**src/include/clm_pkg.sv**
```systemverilog
// Shared constants and types for the clock-loss and clock-mode control block
package clm_pkg;

	// Register bus geometry
	localparam int ADDR_W = 2;
	localparam int DATA_W = 8;

	// Register offsets
	localparam logic [ADDR_W-1:0] OFS_CONTROL_REG_ONE = 2'h0;
	localparam logic [ADDR_W-1:0] OFS_CONTROL_REG_TWO = 2'h1;
	localparam logic [ADDR_W-1:0] OFS_STATUS_REG_ONE  = 2'h2;
	localparam logic [ADDR_W-1:0] OFS_STATUS_REG_TWO  = 2'h3;

	// Control register one fields
	localparam int C1_RANGE_BIT       = 6;
	localparam int C1_REF_SELECT_BIT  = 5;
	localparam int C1_MODE_SEL_HI     = 4;
	localparam int C1_MODE_SEL_LO     = 3;
	localparam int C1_LOSS_CLK_DIS_BIT = 1;

	// Control register two fields
	localparam int C2_LOSS_LOCK_RST_BIT = 7;
	localparam int C2_MULT_HI           = 6;
	localparam int C2_MULT_LO           = 4;
	localparam int C2_LOSS_CLK_RST_BIT  = 3;
	localparam int C2_RDIV_HI           = 2;
	localparam int C2_RDIV_LO           = 0;

	// Status register one fields
	localparam int S1_MODE_ST_HI      = 7;
	localparam int S1_MODE_ST_LO      = 6;
	localparam int S1_REF_TYPE_BIT    = 5;
	localparam int S1_LOSS_LOCK_BIT   = 4;
	localparam int S1_LOCK_BIT        = 3;
	localparam int S1_LOSS_CLK_BIT    = 2;
	localparam int S1_EXT_REF_OK_BIT  = 1;
	localparam int S1_IRQ_FLAG_BIT    = 0;

	// Status register two fields
	localparam int S2_OSC_STABLE_BIT  = 0;

	// Values after reset
	localparam logic [1:0] MODE_SEL_RST   = 2'h0;
	localparam logic [2:0] MULT_RST       = 3'h0;
	localparam logic [2:0] RDIV_RST       = 3'h0;

	// Bus cycles between a mode-select write and the mode-status update
	localparam logic [2:0] MODE_SETTLE_CYC = 3'h4;

	// Comparison cycle lengths in reference periods
	localparam logic [7:0] CMP_INT_PERIODS   = 8'h08;
	localparam logic [7:0] CMP_EXT_LO_PERIODS = 8'h02;
	localparam logic [7:0] CMP_EXT_HI_PERIODS = 8'h80;
	// Internal reference predivide used by the comparisons
	localparam logic [2:0] INT_REF_PREDIV     = 3'h7;

	// Mode-select request encodings
	localparam logic [1:0] SEL_SELF_CLOCKED  = 2'h0;
	localparam logic [1:0] SEL_ENG_INTERNAL  = 2'h1;
	localparam logic [1:0] SEL_BYP_EXTERNAL  = 2'h2;
	localparam logic [1:0] SEL_ENG_EXTERNAL  = 2'h3;

	// Output clock source encodings
	localparam logic [1:0] SRC_NONE = 2'h0;
	localparam logic [1:0] SRC_OSC  = 2'h1;
	localparam logic [1:0] SRC_EXT  = 2'h2;

	// Actual mode; the low two bits are the reported mode status
	typedef enum logic [2:0] {
		MD_SELF_CLOCKED = 3'b000,
		MD_ENG_INTERNAL = 3'b001,
		MD_BYP_EXTERNAL = 3'b010,
		MD_ENG_EXTERNAL = 3'b011,
		MD_OFF          = 3'b100
	} clm_mode_t;

endpackage : clm_pkg

```
**src/rtl/clm_ctrl.sv**
```systemverilog
// Loss-of-clock supervision and clock-mode control top level
// How it works
// - Monitored clock too slow sets loss flag
// - Loss flag sticky until clear or reset
// - Clear by status read then flag write
// - Engaged-external falls back on either loss
// - Bypassed-external falls to self-clocked on loss
// - Fallback rewrites both select and status
// - Clock loss in engaged modes loses lock
// - Lock reset overrides clock-loss interrupt
// - Reference ok only when fast enough, except bypass selected with ref type clear
// - Reference ok forced per select and type
// - Oscillator monitored only in running modes
// - Off mode monitors during crystal start-up only with bypass selected and ref type set
// - Select requests mode, status reports it
// - Status updates several cycles after write
// - First write fixes reference select
// - Requested mode held off until ready
// - Output clock source, divider, comparison length
// - Engaged-external halves clock while locking
// - Self-clocked compares against internal reference
// - Lock-loss flag cleared like clock flag
//
// The address map and the strobed register port are this design's own decisions.
`timescale 1ns/1ns
module clm_ctrl
	import clm_pkg::*;
(
	input  wire logic                      sys_clk_i,
	input  wire logic                      reset_n_i,
	input  wire logic                      ce_i,
	input  wire logic [clm_pkg::ADDR_W-1:0] addr_i,
	input  wire logic [clm_pkg::DATA_W-1:0] wdata_i,
	input  wire logic                      wr_i,
	input  wire logic                      rd_i,
	output logic      [clm_pkg::DATA_W-1:0] rdata_o,
	input  wire logic                      ext_ref_low_i,
	input  wire logic                      osc_low_i,
	input  wire logic                      osc_stable_i,
	input  wire logic                      xtal_startup_i,
	input  wire logic                      stop_i,
	input  wire logic                      lock_i,
	input  wire logic                      lock_lost_i,
	output logic      [1:0]                gen_clk_src_o,
	output logic      [2:0]                gen_clk_rdiv_o,
	output logic                           gen_clk_half_o,
	output logic                           cmp_ref_ext_o,
	output logic      [7:0]                cmp_periods_o,
	output logic      [2:0]                int_ref_prediv_o,
	output logic      [2:0]                mult_factor_field_o,
	output logic                           irq_o,
	output logic                           reset_req_o
);

	clm_mode_t  mode_r;
	clm_mode_t  mode_nxt;
	logic [1:0] mode_select_r;
	logic       range_r;
	logic       ref_select_r;
	logic       loss_clock_disable_r;
	logic       first_write_done_r;
	logic       loss_lock_reset_en_r;
	logic       loss_clock_reset_en_r;
	logic [2:0] mult_factor_field_r;
	logic [2:0] rdiv_r;
	logic       loss_clock_flag_r;
	logic       loss_lock_flag_r;
	logic       status_read_armed_r;
	logic       osc_wait_r;
	logic [2:0] settle_cnt_r;
	logic       lock_half_r;
	logic [DATA_W-1:0] rdata_r;
	logic       reset_req_r;
	logic       reset_cond;
	logic       ext_ref_ok;
	logic       ref_mon;
	logic       osc_mon;
	logic       ref_loss;
	logic       osc_loss;
	logic       clock_loss;
	logic       wr_ctrl1;
	logic       wr_ctrl2;
	logic       flag_clear;
	logic       fallback;
	logic       request_ok;
	logic [DATA_W-1:0] status_one;
	logic [DATA_W-1:0] status_two;
	// Monitoring enables and reference-ok level
	clm_monitor u_monitor (
		.mode_i               (mode_r),
		.mode_select_i        (mode_select_r),
		.ref_type_status_i    (ref_select_r),
		.loss_clock_disable_i (loss_clock_disable_r),
		.xtal_startup_i       (xtal_startup_i),
		.ext_ref_low_i        (ext_ref_low_i),
		.osc_wait_i           (osc_wait_r),
		.ext_ref_ok_o         (ext_ref_ok),
		.ref_mon_o            (ref_mon),
		.osc_mon_o            (osc_mon)
	);
	// Register write decode
	assign wr_ctrl1 = wr_i && (addr_i == OFS_CONTROL_REG_ONE);
	assign wr_ctrl2 = wr_i && (addr_i == OFS_CONTROL_REG_TWO);
	assign ref_loss   = ref_mon && ext_ref_low_i;
	assign osc_loss   = osc_mon && osc_low_i;
	assign clock_loss = ref_loss || osc_loss;
	assign flag_clear = wr_i && (addr_i == OFS_STATUS_REG_ONE) && wdata_i[S1_IRQ_FLAG_BIT] && status_read_armed_r;
	assign fallback = (mode_r == MD_ENG_EXTERNAL && clock_loss) || (mode_r == MD_BYP_EXTERNAL && ref_loss);
	assign request_ok = (settle_cnt_r == 3'h0);
	// Control register one; mode select also rewritten by fallbacks
	always_ff @(posedge sys_clk_i or negedge reset_n_i)
	begin
		if (!reset_n_i)
		begin
			mode_select_r        <= MODE_SEL_RST;
			range_r              <= 1'b0;
			ref_select_r         <= 1'b0;
			loss_clock_disable_r <= 1'b0;
			first_write_done_r   <= 1'b0;
		end
		else if (ce_i)
		begin
			if (mode_r == MD_ENG_EXTERNAL && ref_loss)
				mode_select_r <= SEL_SELF_CLOCKED;
			else if (mode_r == MD_ENG_EXTERNAL && osc_loss)
				mode_select_r <= SEL_BYP_EXTERNAL;
			else if (mode_r == MD_BYP_EXTERNAL && ref_loss)
				mode_select_r <= SEL_SELF_CLOCKED;
			else if (wr_ctrl1)
				mode_select_r <= wdata_i[C1_MODE_SEL_HI:C1_MODE_SEL_LO];
			if (wr_ctrl1)
			begin
				range_r              <= wdata_i[C1_RANGE_BIT];
				loss_clock_disable_r <= wdata_i[C1_LOSS_CLK_DIS_BIT];
				first_write_done_r   <= 1'b1;
			end
			// reference select fixed by first write
			if (wr_ctrl1 && !first_write_done_r)
				ref_select_r <= wdata_i[C1_REF_SELECT_BIT] && wdata_i[C1_MODE_SEL_HI];
		end
	end
	// Control register two
	always_ff @(posedge sys_clk_i or negedge reset_n_i)
	begin
		if (!reset_n_i)
		begin
			loss_lock_reset_en_r  <= 1'b0;
			loss_clock_reset_en_r <= 1'b0;
			mult_factor_field_r   <= MULT_RST;
			rdiv_r                <= RDIV_RST;
		end
		else if (ce_i && wr_ctrl2)
		begin
			loss_lock_reset_en_r  <= wdata_i[C2_LOSS_LOCK_RST_BIT];
			mult_factor_field_r   <= wdata_i[C2_MULT_HI:C2_MULT_LO];
			loss_clock_reset_en_r <= wdata_i[C2_LOSS_CLK_RST_BIT];
			rdiv_r                <= wdata_i[C2_RDIV_HI:C2_RDIV_LO];
		end
	end
	// settle counter after a mode-select write
	always_ff @(posedge sys_clk_i or negedge reset_n_i)
	begin
		if (!reset_n_i)
			settle_cnt_r <= 3'h0;
		else if (ce_i)
		begin
			if (wr_ctrl1)
				settle_cnt_r <= MODE_SETTLE_CYC;
			else if (settle_cnt_r != 3'h0)
				settle_cnt_r <= settle_cnt_r - 3'h1;
		end
	end
	// Next mode: fallbacks act at once, requests wait for settle and preconditions
	always_comb
	begin
		mode_nxt = mode_r;
		case (mode_r)
			MD_OFF:
			begin
				if (!stop_i)
				begin
					if (mode_select_r == SEL_BYP_EXTERNAL)
						mode_nxt = ext_ref_ok ? MD_BYP_EXTERNAL : MD_OFF;
					else
						mode_nxt = MD_SELF_CLOCKED;
				end
			end
			MD_ENG_EXTERNAL:
			begin
				if (ref_loss)
					mode_nxt = MD_SELF_CLOCKED;
				else if (osc_loss)
					mode_nxt = MD_BYP_EXTERNAL;
				else if (request_ok)
					mode_nxt = clm_mode_t'({1'b0, mode_select_r});
			end
			MD_BYP_EXTERNAL:
			begin
				if (ref_loss)
					mode_nxt = MD_SELF_CLOCKED;
				else if (request_ok)
					mode_nxt = clm_mode_t'({1'b0, mode_select_r});
			end
			MD_SELF_CLOCKED,
			MD_ENG_INTERNAL:
			begin
				if (request_ok)
					mode_nxt = clm_mode_t'({1'b0, mode_select_r});
			end
			default:
				mode_nxt = MD_SELF_CLOCKED;
		endcase
		if (mode_nxt != mode_r && mode_r != MD_OFF && !fallback)
		begin
			case (mode_nxt)
				MD_ENG_INTERNAL:
					if (!osc_stable_i)
						mode_nxt = mode_r;
				MD_BYP_EXTERNAL:
					if (!ext_ref_ok)
						mode_nxt = mode_r;
				MD_ENG_EXTERNAL:
					if (!osc_stable_i || !ext_ref_ok ||
						(mode_r == MD_BYP_EXTERNAL && loss_clock_flag_r))
						mode_nxt = mode_r;
				default:
					mode_nxt = mode_nxt;
			endcase
		end
		// Stop request takes the generator off from any mode
		if (stop_i)
			mode_nxt = MD_OFF;
	end
	always_ff @(posedge sys_clk_i or negedge reset_n_i)
	begin
		if (!reset_n_i)
			mode_r <= MD_SELF_CLOCKED;
		else if (ce_i)
			mode_r <= mode_nxt;
	end
	// oscillator check waits for stability after entry to self-clocked from off or bypass
	always_ff @(posedge sys_clk_i or negedge reset_n_i)
	begin
		if (!reset_n_i)
			osc_wait_r <= 1'b0;
		else if (ce_i)
		begin
			if (mode_nxt == MD_SELF_CLOCKED && (mode_r == MD_OFF || mode_r == MD_BYP_EXTERNAL))
				osc_wait_r <= 1'b1;
			else if (osc_stable_i)
				osc_wait_r <= 1'b0;
		end
	end
	// sticky loss-of-clock flag, set beats clear
	always_ff @(posedge sys_clk_i or negedge reset_n_i)
	begin
		if (!reset_n_i)
			loss_clock_flag_r <= 1'b0;
		else if (ce_i)
		begin
			if (clock_loss)
				loss_clock_flag_r <= 1'b1;
			// software clear only without reset enable
			else if (flag_clear && !loss_clock_reset_en_r)
				loss_clock_flag_r <= 1'b0;
		end
	end
	// loss of lock flag, also set by clock loss when engaged
	always_ff @(posedge sys_clk_i or negedge reset_n_i)
	begin
		if (!reset_n_i)
			loss_lock_flag_r <= 1'b0;
		else if (ce_i)
		begin
			if (lock_lost_i || (clock_loss && (mode_r == MD_ENG_INTERNAL || mode_r == MD_ENG_EXTERNAL)))
				loss_lock_flag_r <= 1'b1;
			else if (flag_clear && !loss_lock_reset_en_r)
				loss_lock_flag_r <= 1'b0;
		end
	end
	// arm the clear on a status register read
	always_ff @(posedge sys_clk_i or negedge reset_n_i)
	begin
		if (!reset_n_i)
			status_read_armed_r <= 1'b0;
		else if (ce_i)
		begin
			if (rd_i && addr_i == OFS_STATUS_REG_ONE)
				status_read_armed_r <= 1'b1;
			else if (flag_clear)
				status_read_armed_r <= 1'b0;
		end
	end
	// reset request; the resulting system reset clears both flags
	assign reset_cond = (loss_clock_flag_r && loss_clock_reset_en_r) || (loss_lock_flag_r && loss_lock_reset_en_r);
	always_ff @(posedge sys_clk_i or negedge reset_n_i)
	begin
		if (!reset_n_i)
			reset_req_r <= 1'b0;
		else if (ce_i)
			reset_req_r <= reset_cond;
	end
	// lock reset masks the interrupt from the flag's first cycle, no one-cycle glitch
	assign irq_o = !reset_cond && !reset_req_r &&
		((loss_clock_flag_r && !loss_clock_reset_en_r) || (loss_lock_flag_r && !loss_lock_reset_en_r));
	assign reset_req_o = reset_req_r;
	// half rate until lock after entry or multiplier change
	always_ff @(posedge sys_clk_i or negedge reset_n_i)
	begin
		if (!reset_n_i)
			lock_half_r <= 1'b0;
		else if (ce_i)
		begin
			if (mode_nxt == MD_ENG_EXTERNAL && mode_r != MD_ENG_EXTERNAL)
				lock_half_r <= 1'b1;
			else if (wr_ctrl2 && mode_r == MD_ENG_EXTERNAL &&
				wdata_i[C2_MULT_HI:C2_MULT_LO] != mult_factor_field_r)
				lock_half_r <= 1'b1;
			else if (lock_i || mode_r != MD_ENG_EXTERNAL)
				lock_half_r <= 1'b0;
		end
	end
	assign gen_clk_src_o = (mode_r == MD_OFF) ? SRC_NONE : ((mode_r == MD_BYP_EXTERNAL) ? SRC_EXT : SRC_OSC);
	assign gen_clk_rdiv_o      = rdiv_r;
	assign gen_clk_half_o      = lock_half_r && (mode_r == MD_ENG_EXTERNAL);
	assign mult_factor_field_o = mult_factor_field_r;
	// comparisons use predivided internal reference except when engaged-external
	assign cmp_ref_ext_o    = (mode_r == MD_ENG_EXTERNAL);
	assign int_ref_prediv_o = INT_REF_PREDIV;
	assign cmp_periods_o    = (mode_r != MD_ENG_EXTERNAL) ? CMP_INT_PERIODS :
		(range_r ? CMP_EXT_HI_PERIODS : CMP_EXT_LO_PERIODS);
	// Status words; interrupt flag bit shows any pending flag
	assign status_one = {mode_r[1:0], ref_select_r, loss_lock_flag_r, lock_i,
		loss_clock_flag_r, ext_ref_ok, loss_clock_flag_r || loss_lock_flag_r};
	assign status_two = {{(DATA_W-1){1'b0}}, osc_stable_i};
	// Read data registered one cycle after the strobe, zero otherwise
	always_ff @(posedge sys_clk_i or negedge reset_n_i)
	begin
		if (!reset_n_i)
			rdata_r <= 8'h00;
		else if (ce_i)
		begin
			rdata_r <= 8'h00;
			if (rd_i)
			begin
				case (addr_i)
					OFS_CONTROL_REG_ONE:
						rdata_r <= {1'b0, range_r, ref_select_r, mode_select_r, 1'b0,
							loss_clock_disable_r, 1'b0};
					OFS_CONTROL_REG_TWO: rdata_r <= {loss_lock_reset_en_r, mult_factor_field_r, loss_clock_reset_en_r, rdiv_r};
					OFS_STATUS_REG_ONE:  rdata_r <= status_one;
					OFS_STATUS_REG_TWO:  rdata_r <= status_two;
					default:             rdata_r <= 8'h00;
				endcase
			end
		end
	end
	assign rdata_o = rdata_r;
endmodule : clm_ctrl

```
**src/rtl/clm_monitor.sv**
```systemverilog
// Clock monitoring enables and external-reference-ok resolution
`timescale 1ns/1ns
module clm_monitor
	import clm_pkg::*;
(
	input  wire clm_pkg::clm_mode_t mode_i,
	input  wire logic [1:0]         mode_select_i,
	input  wire logic               ref_type_status_i,
	input  wire logic               loss_clock_disable_i,
	input  wire logic               xtal_startup_i,
	input  wire logic               ext_ref_low_i,
	input  wire logic               osc_wait_i,
	output logic                    ext_ref_ok_o,
	output logic                    ref_mon_o,
	output logic                    osc_mon_o
);

	// Reference ok level and reference monitor enable by mode
	always_comb
	begin
		ext_ref_ok_o = !ext_ref_low_i;
		ref_mon_o    = 1'b0;
		if (!loss_clock_disable_i)
		begin
			if (mode_i == MD_OFF)
			begin
				ref_mon_o    = (mode_select_i == SEL_BYP_EXTERNAL) && ref_type_status_i && xtal_startup_i;
				ext_ref_ok_o = ref_mon_o && !ext_ref_low_i;
			end
			else if (!mode_select_i[1])
				ext_ref_ok_o = 1'b0;
			else if ((mode_select_i == SEL_BYP_EXTERNAL) && !ref_type_status_i)
				ext_ref_ok_o = 1'b1;
			else
			begin
				ref_mon_o    = 1'b1;
				ext_ref_ok_o = !ext_ref_low_i;
			end
		end
	end

	always_comb
	begin
		osc_mon_o = 1'b0;
		if (!loss_clock_disable_i && !osc_wait_i)
			osc_mon_o = (mode_i == MD_SELF_CLOCKED) || (mode_i == MD_ENG_INTERNAL) ||
				(mode_i == MD_ENG_EXTERNAL);
	end

endmodule : clm_monitor

```
**config.mk**
```make
export PLATFORM = sky130hd
export DESIGN_NAME = clm_ctrl
export DESIGN_NICKNAME = d
export VERILOG_FILES = /design/src/include/clm_pkg.sv /design/src/rtl/clm_ctrl.sv /design/src/rtl/clm_monitor.sv
export SDC_FILE = /design/constraint.sdc
export NUM_CORES = 1
export LEC_CHECK = 0
export ABC_CLOCK_PERIOD_IN_PS = 5300
export BUFFER_PORTS_ARGS = -buffer_cell sky130_fd_sc_hd__buf_2
export CAP_MARGIN = 20
export CORE_MARGIN = 4
export CORE_UTILIZATION = 55
export DETAILED_ROUTE_END_ITERATION = 7
export PLACE_DENSITY = 0.82
export SYNTH_ARGS = -nofsm -noshare
export SYNTH_HDL_FRONTEND = slang
export SYNTH_SLANG_ARGS = --single-unit
```
**constraint.sdc**
```tcl
create_clock -name sys_clk_i -period 5.3 [get_ports sys_clk_i]
set_input_delay 0.53 -clock sys_clk_i [delete_from_list [all_inputs] [get_ports sys_clk_i]]
set_output_delay 0.53 -clock sys_clk_i [all_outputs]
set_load 0.05 [all_outputs]
```
* After elaboration in Yosys (flattened, before gate mapping)
Cells that the tools add are included.
Word-level totals: RAM bits 0, register bits 34, output and inout bits 31, word-level logic and storage cells 165, bits in latches 0, ROM bits 0, memories kept 0, input port bits 22
Operators by class: shifts and indexed selects 0, multipliers 0, reductions and logical operators 84, bitwise operators 0, div/mod/pow operators 0, equal/unequal tests 16, order comparisons 0, multiplexer cells 46, add/subtract/negate cells 1
Operator list (count):
- 3-bit 2-to-1 mux | 14
- 1-bit logical AND | 37
- 8-bit one-hot mux with 4 select lines | 1
- 8-bit 2-to-1 mux | 3
- 1-bit 2-to-1 mux | 20
- 2-bit AND reduction | 9
- 3-bit by 2-bit == test with 1-bit output, second input constant | 5
- 1-bit logical OR | 13
- 1-bit logical NOT | 12
- 2-bit 2-to-1 mux | 6
- 3-bit one-hot mux with 4 select lines | 1
- 2-bit nonzero test | 5
- 3-bit logical NOT | 3
- 3-bit one-hot mux with 3 select lines | 1
- 2-bit == test, second input constant | 3
- 3-bit by 1-bit == test with 1-bit output, second input constant | 2
- 3-bit inequality test | 2
- 3-bit nonzero test | 2
- 4-bit nonzero test | 1
- 3-bit == test, second input constant | 1
- 3-bit by 2-bit inequality test with 1-bit output, second input constant | 1
- 3-bit inequality test, second input constant | 1
- 3-bit by 1-bit subtractor with 3-bit output, second input constant | 1
- 2-bit by 1-bit == test with 1-bit output, second input constant | 1
- 2 further kinds | 2

* Logic depth before layout (Yosys ltp)
word-level depth 19, depth in mapped cells 11, depth with buffers taken out 9

* Cells and area by module
A second synthesis with hierarchy kept.
Second synthesis, totals: cell total of the unflattened synthesis 232, area total of the unflattened synthesis 2180.8 um^2
Modules (own cells, without submodules):
- clm_ctrl | sequential area each 850.8 um^2, area each 2087.0 um^2, cells an instance 220, times used 1
- clm_monitor | sequential area each 0.0 um^2, area each 93.8 um^2, cells an instance 12, times used 1

* Worst setup path after synthesis
Ideal clock, no wire load.
kind flip-flop to output port, start reg mode_r[1], end out gen_clk_src_o[0], data arrival time 1907 ps, path slack 2863 ps, cell stages (with the launch flop) 5, cells stage by stage dfrtp_1 -> buf_6 -> nor2b_1 -> buf_4 -> o21ai_0
On the way: longest elaborated chain between the ends 3
Ends and longest elaborated chain:
- start: declaration | line clm_ctrl.sv:55 | clm_mode_t mode_r;
- start signal: assignment | line clm_ctrl.sv:239 | mode_r <= mode_nxt;
- 3-bit by 2-bit == test with 1-bit output | line clm_ctrl.sv:323 | assign gen_clk_src_o = (mode_r == MD_OFF) ? SRC_NONE : ((mode_r == MD_BYP_EXTERNAL) ? SRC_EXT : SRC_OSC);
- 2-bit 2-to-1 mux | line clm_ctrl.sv:323
- 2-bit 2-to-1 mux * | line clm_ctrl.sv:323
- end: declaration | line clm_ctrl.sv:44 | output logic [1:0] gen_clk_src_o,
Mark *: on every way between the ends. The rest lies on a longest branch, timed or not.

* Worst setup path after layout
Ends and elaborated chain as after synthesis.

==> summary.md <==
| Metric | Value |
|---|---|
| Status | finished clean |
| Antenna violations before repair | 0 |
| CP top delay family | simple AND/OR/NAND/NOR gates |
| Reg2reg start | mode_r[1] |
| Syn Inst Count | ~240 |
| Largest net degree at the start of global routing | 35 |
| Top fanout value on the critical path | 10 |
| Syn avg cell area | about 9.4 um2 |
| Reg2Reg Depth | 9 |
| Routability congestion estimate | between 0.8 and 0.9 |
| Post-layout util | between 60% and 70% |
| CTS tree | built |
| Via density | between 5 and 6 |
| Buf/Inv on CP | 1 |
| Fmax | between 0.3 and 0.4 GHz |
| Worst Setup End Kind | output port |
| Setup TNS Final | 0 ns |
| Starting Density | between 50% and 60% |
| Routed len/inst | 16.2 um |
| Iteration-0 DRC Markers | 154 |
| DP Wirelength | 4020 um |
| Asr flop ratio synth | 100% |
| Reg2reg end | osc_wait_r |
| Synth cell types | 64 |
| Grt total ovfl | 0 |
| Layout area overhead | 12.5% |
| R2r setup slk | slightly below 3 ns |
| Top area cells in the synthesized netlist | dfrtp_1, mux2_2, nand2_1, o21ai_0, buf_4 |
| Num CTS Buffers | 5 |
| Site Rows | 22 |
| Worst IR Drop VDD | ~230 uV |
| Cell taking the most area after synthesis | dfrtp_1 |
| Fillers | 314 |
| Port buffer count | between 40 and 50 |
| Commonest non-fill, non-tap cell in the layout | buf_2 |
| Busiest metal layer after global routing | met2 |
| RSZ-0062 raised after global routing | no |
| Core area | 3770 um2 |
| Setup bufs post-CTS | 0 |
| Fin. Hold Viols | 0 |
| DR pass1 iterations | 4 |
| WP data required | about 4.8 ns |
| Synth Warn # | 0 |
| Clock Tree Root | clkbuf_8 |
| Clk pin slew, worst setup/hold paths | approximately 0.070 ns |
| Yosys reg bits | 34 |
| Met1 GRT Util | between 20% and 30% |
| Vias in the first global route | approximately 1800 |
| Cell Area, Synth | 2220 um2 |
| Worst Skew | 0.00735 ns |
| Slowest-stage cell, CP | nor2b_1 |
| Max cap viols | 0 |
| DR DRC count | 0 |
| Slew HR | around 50% |
| First-pass GRT wire length | around 8500 um |
| Met2 GRT Util | between 30% and 40% |
| Main synth FF type | dfrtp_1 |
| Post-synthesis mux area share | under 10% |
| Routed vias | 1896 |
| Worst slew pin tran | roughly 0.75 ns |
| Ant. Diodes | 0 |
| Met3 usage | 4.49% |
| Area share of xor/xnor cells in the synthesized design | under 10% |
| Fraction of layout cells with a size suffix above 1 | between 30% and 40% |
| CP arrival | around 2 ns |
| Post-CTS Resized | 0 |
| Setup violators final | 0 |
| Share of Yosys cell area claimed by the top area cell type | between 30% and 40% |
| Final Cycle Share | between 40% and 50% |
| Compound-Gate Fraction of Synth Area | a little over 20% |
| Remaining antenna violation count | 0 |
| Pwr per Cell Area | ~370 nW/um2 |
| Tmin final | around 2.5 ns |
| Clk Latency, worst-skew pair | approximately 0.29 ns |
| Maximum clock insertion buffer count | 2 |
| Die Y | between 70 and 80 um |
| # H-tree levels | 2 |
| CP max stage delay | approximately 0.60 ns |
| Seq/Total Area, Yosys | 38.4% |
| Crit path kind | register to output port |
| Worst hold path class | input pin to async pin |
| Crit path launch type | register |
| Fraction of the mapped netlist area in simple logic gates | a little under a quarter |
| Routed wire length | roughly 5300 um |
| I/O Pins | 53 |
| Post-Synth Adder-Cell Area | under 10% |
| Final Max Tran Viols | 0 |
| Post-CTS Hold Fix Bufs | 0 |
| Leakage power | about 1.2 nW |
| Post-synth EDFFs | 0 |
| Die X | 71.5 um |
| Full die area | 5110 um2 |
| Nets | roughly 300 |
| Tot GR Track Use | 21.1% |
| Total clock sinks | 34 |
| Worst path cell trace | nor2b_1, o21ai_0, buf_2 |
| Most frequent cells in the layout | buf_2, dfrtp_1, nand2_1 |
| Largest family of logic cells by synthesized area | simple AND/OR/NAND/NOR gates |
kinds of logic (layout without fill, tap and decap cells):
group                      count (synthesis)  count (layout)
AOI/OAI and AO/OA                         66              66
adders and majority gates                  2               2
other                                      2               8
and+or+nand+nor                           81              81
DFF                                       34              34
xor gates and xnor gates                   3               3
muxes                                     16              16
buffers and inverters                     33              68
stage by stage:
stage               setup slack, ns  power [mW]  hold slack, ns  cell area, um2  instances
CTS                            2.80       0.936           0.323            2490        326
global placement               3.03       0.730           0.457            2400        318
finish                         2.77       0.934           0.300            2490        326
detailed placement             2.96       0.737           0.466            2400        318
floorplan                      2.86       0.653           0.234            2240        243
global route                   2.64       0.981           0.365            2490        326
worst max-delay path by stage:
stage,from,endpoint,cells after the start
floorplan,mode_r[1],gen_clk_src_o[0],4
global placement,mode_r[1],mode_r[0],9
detailed placement,mode_r[1],mode_r[0],9
CTS,mode_r[1],gen_clk_src_o[0],3
global route,mode_r[1],gen_clk_src_o[0],3
finish,mode_r[1],gen_clk_src_o[0],3
cells in the mapped netlist (2+ instances only):
master    number
nor2_2         2
and3_1         2
o21ai_0       16
nor2_1        14
buf_4         10
xnor2_1        3
inv_1         12
nor2b_1        7
buf_6          2
conb_1         2
a211oi_1       2
nand3b_1       2
nand2b_1       3
ha_1           2
o31ai_2        2
mux2_2         9
nor3b_1        4
mux2i_1        7
inv_4          2
nor3b_2        2
nand2b_4       3
nand4b_1       3
dfrtp_1       34
nor2_4         2
o21bai_1       2
o22ai_1        7
a21oi_1       14
a31oi_1        3
o21ai_2        3
clkbuf_1       4
nand2_1       24
per-layer routing:
| metal | vias to the layer above | share of wire [%] | wire (um) |
|---|---|---|---|
| met2 | 53 | 46 | 2400 |
| li1 | 910 | - | - |
| met3 | 9 | 5.6 | 296 |
| met4 | 0 | 1.9 | 99 |
| met5 | - | 0 | 0 |
| met1 | 924 | 47 | 2470 |
worst reg2reg max path, cell delays in order, from the launching register on:
cell and delay, ns:
dfrtp_1 0.59, nor2b_1 0.60, nand2_4 0.11, inv_4 0.09
o21ai_2 0.05, o21ai_2 0.18, nor2_2 0.09, mux2i_1 0.32
nand3b_1 0.11, o21ai_1 0.15
power breakdown:
group | leakage, nW | internal (mW) | switching [mW]
clock network | 0.0482 | 0.105 | 0.0942
logic | 0.693 | 0.125 | 0.236
registers | 0.416 | 0.312 | 0.0613
cell type report:
| cell class | instances | area (um2) | share of cell area (%) |
|---|---|---|---|
| timing repair buffer | 44 | 220 | 8.83 |
| clock buffer | 7 | 86.3 | 3.46 |
| inverter | 16 | 70.1 | 2.81 |
| clock inverter | 1 | 5.00 | 0.201 |
| sequential | 34 | 851 | 34.1 |
| multi-input combinational | 176 | 1200 | 48.2 |
| tap | 48 | 60.1 | 2.41 |
flip-flops by register name (all words and copies together), names as in the netlist, 2 cells and up:
| register | cells |
|---|---|
| gen_clk_rdiv_o | 3 |
| mode_r | 3 |
| mode_select_r | 2 |
| mult_factor_field_o | 3 |
| rdata_o | 8 |
| settle_cnt_r | 3 |
Power figures use the tool's default switching activity.
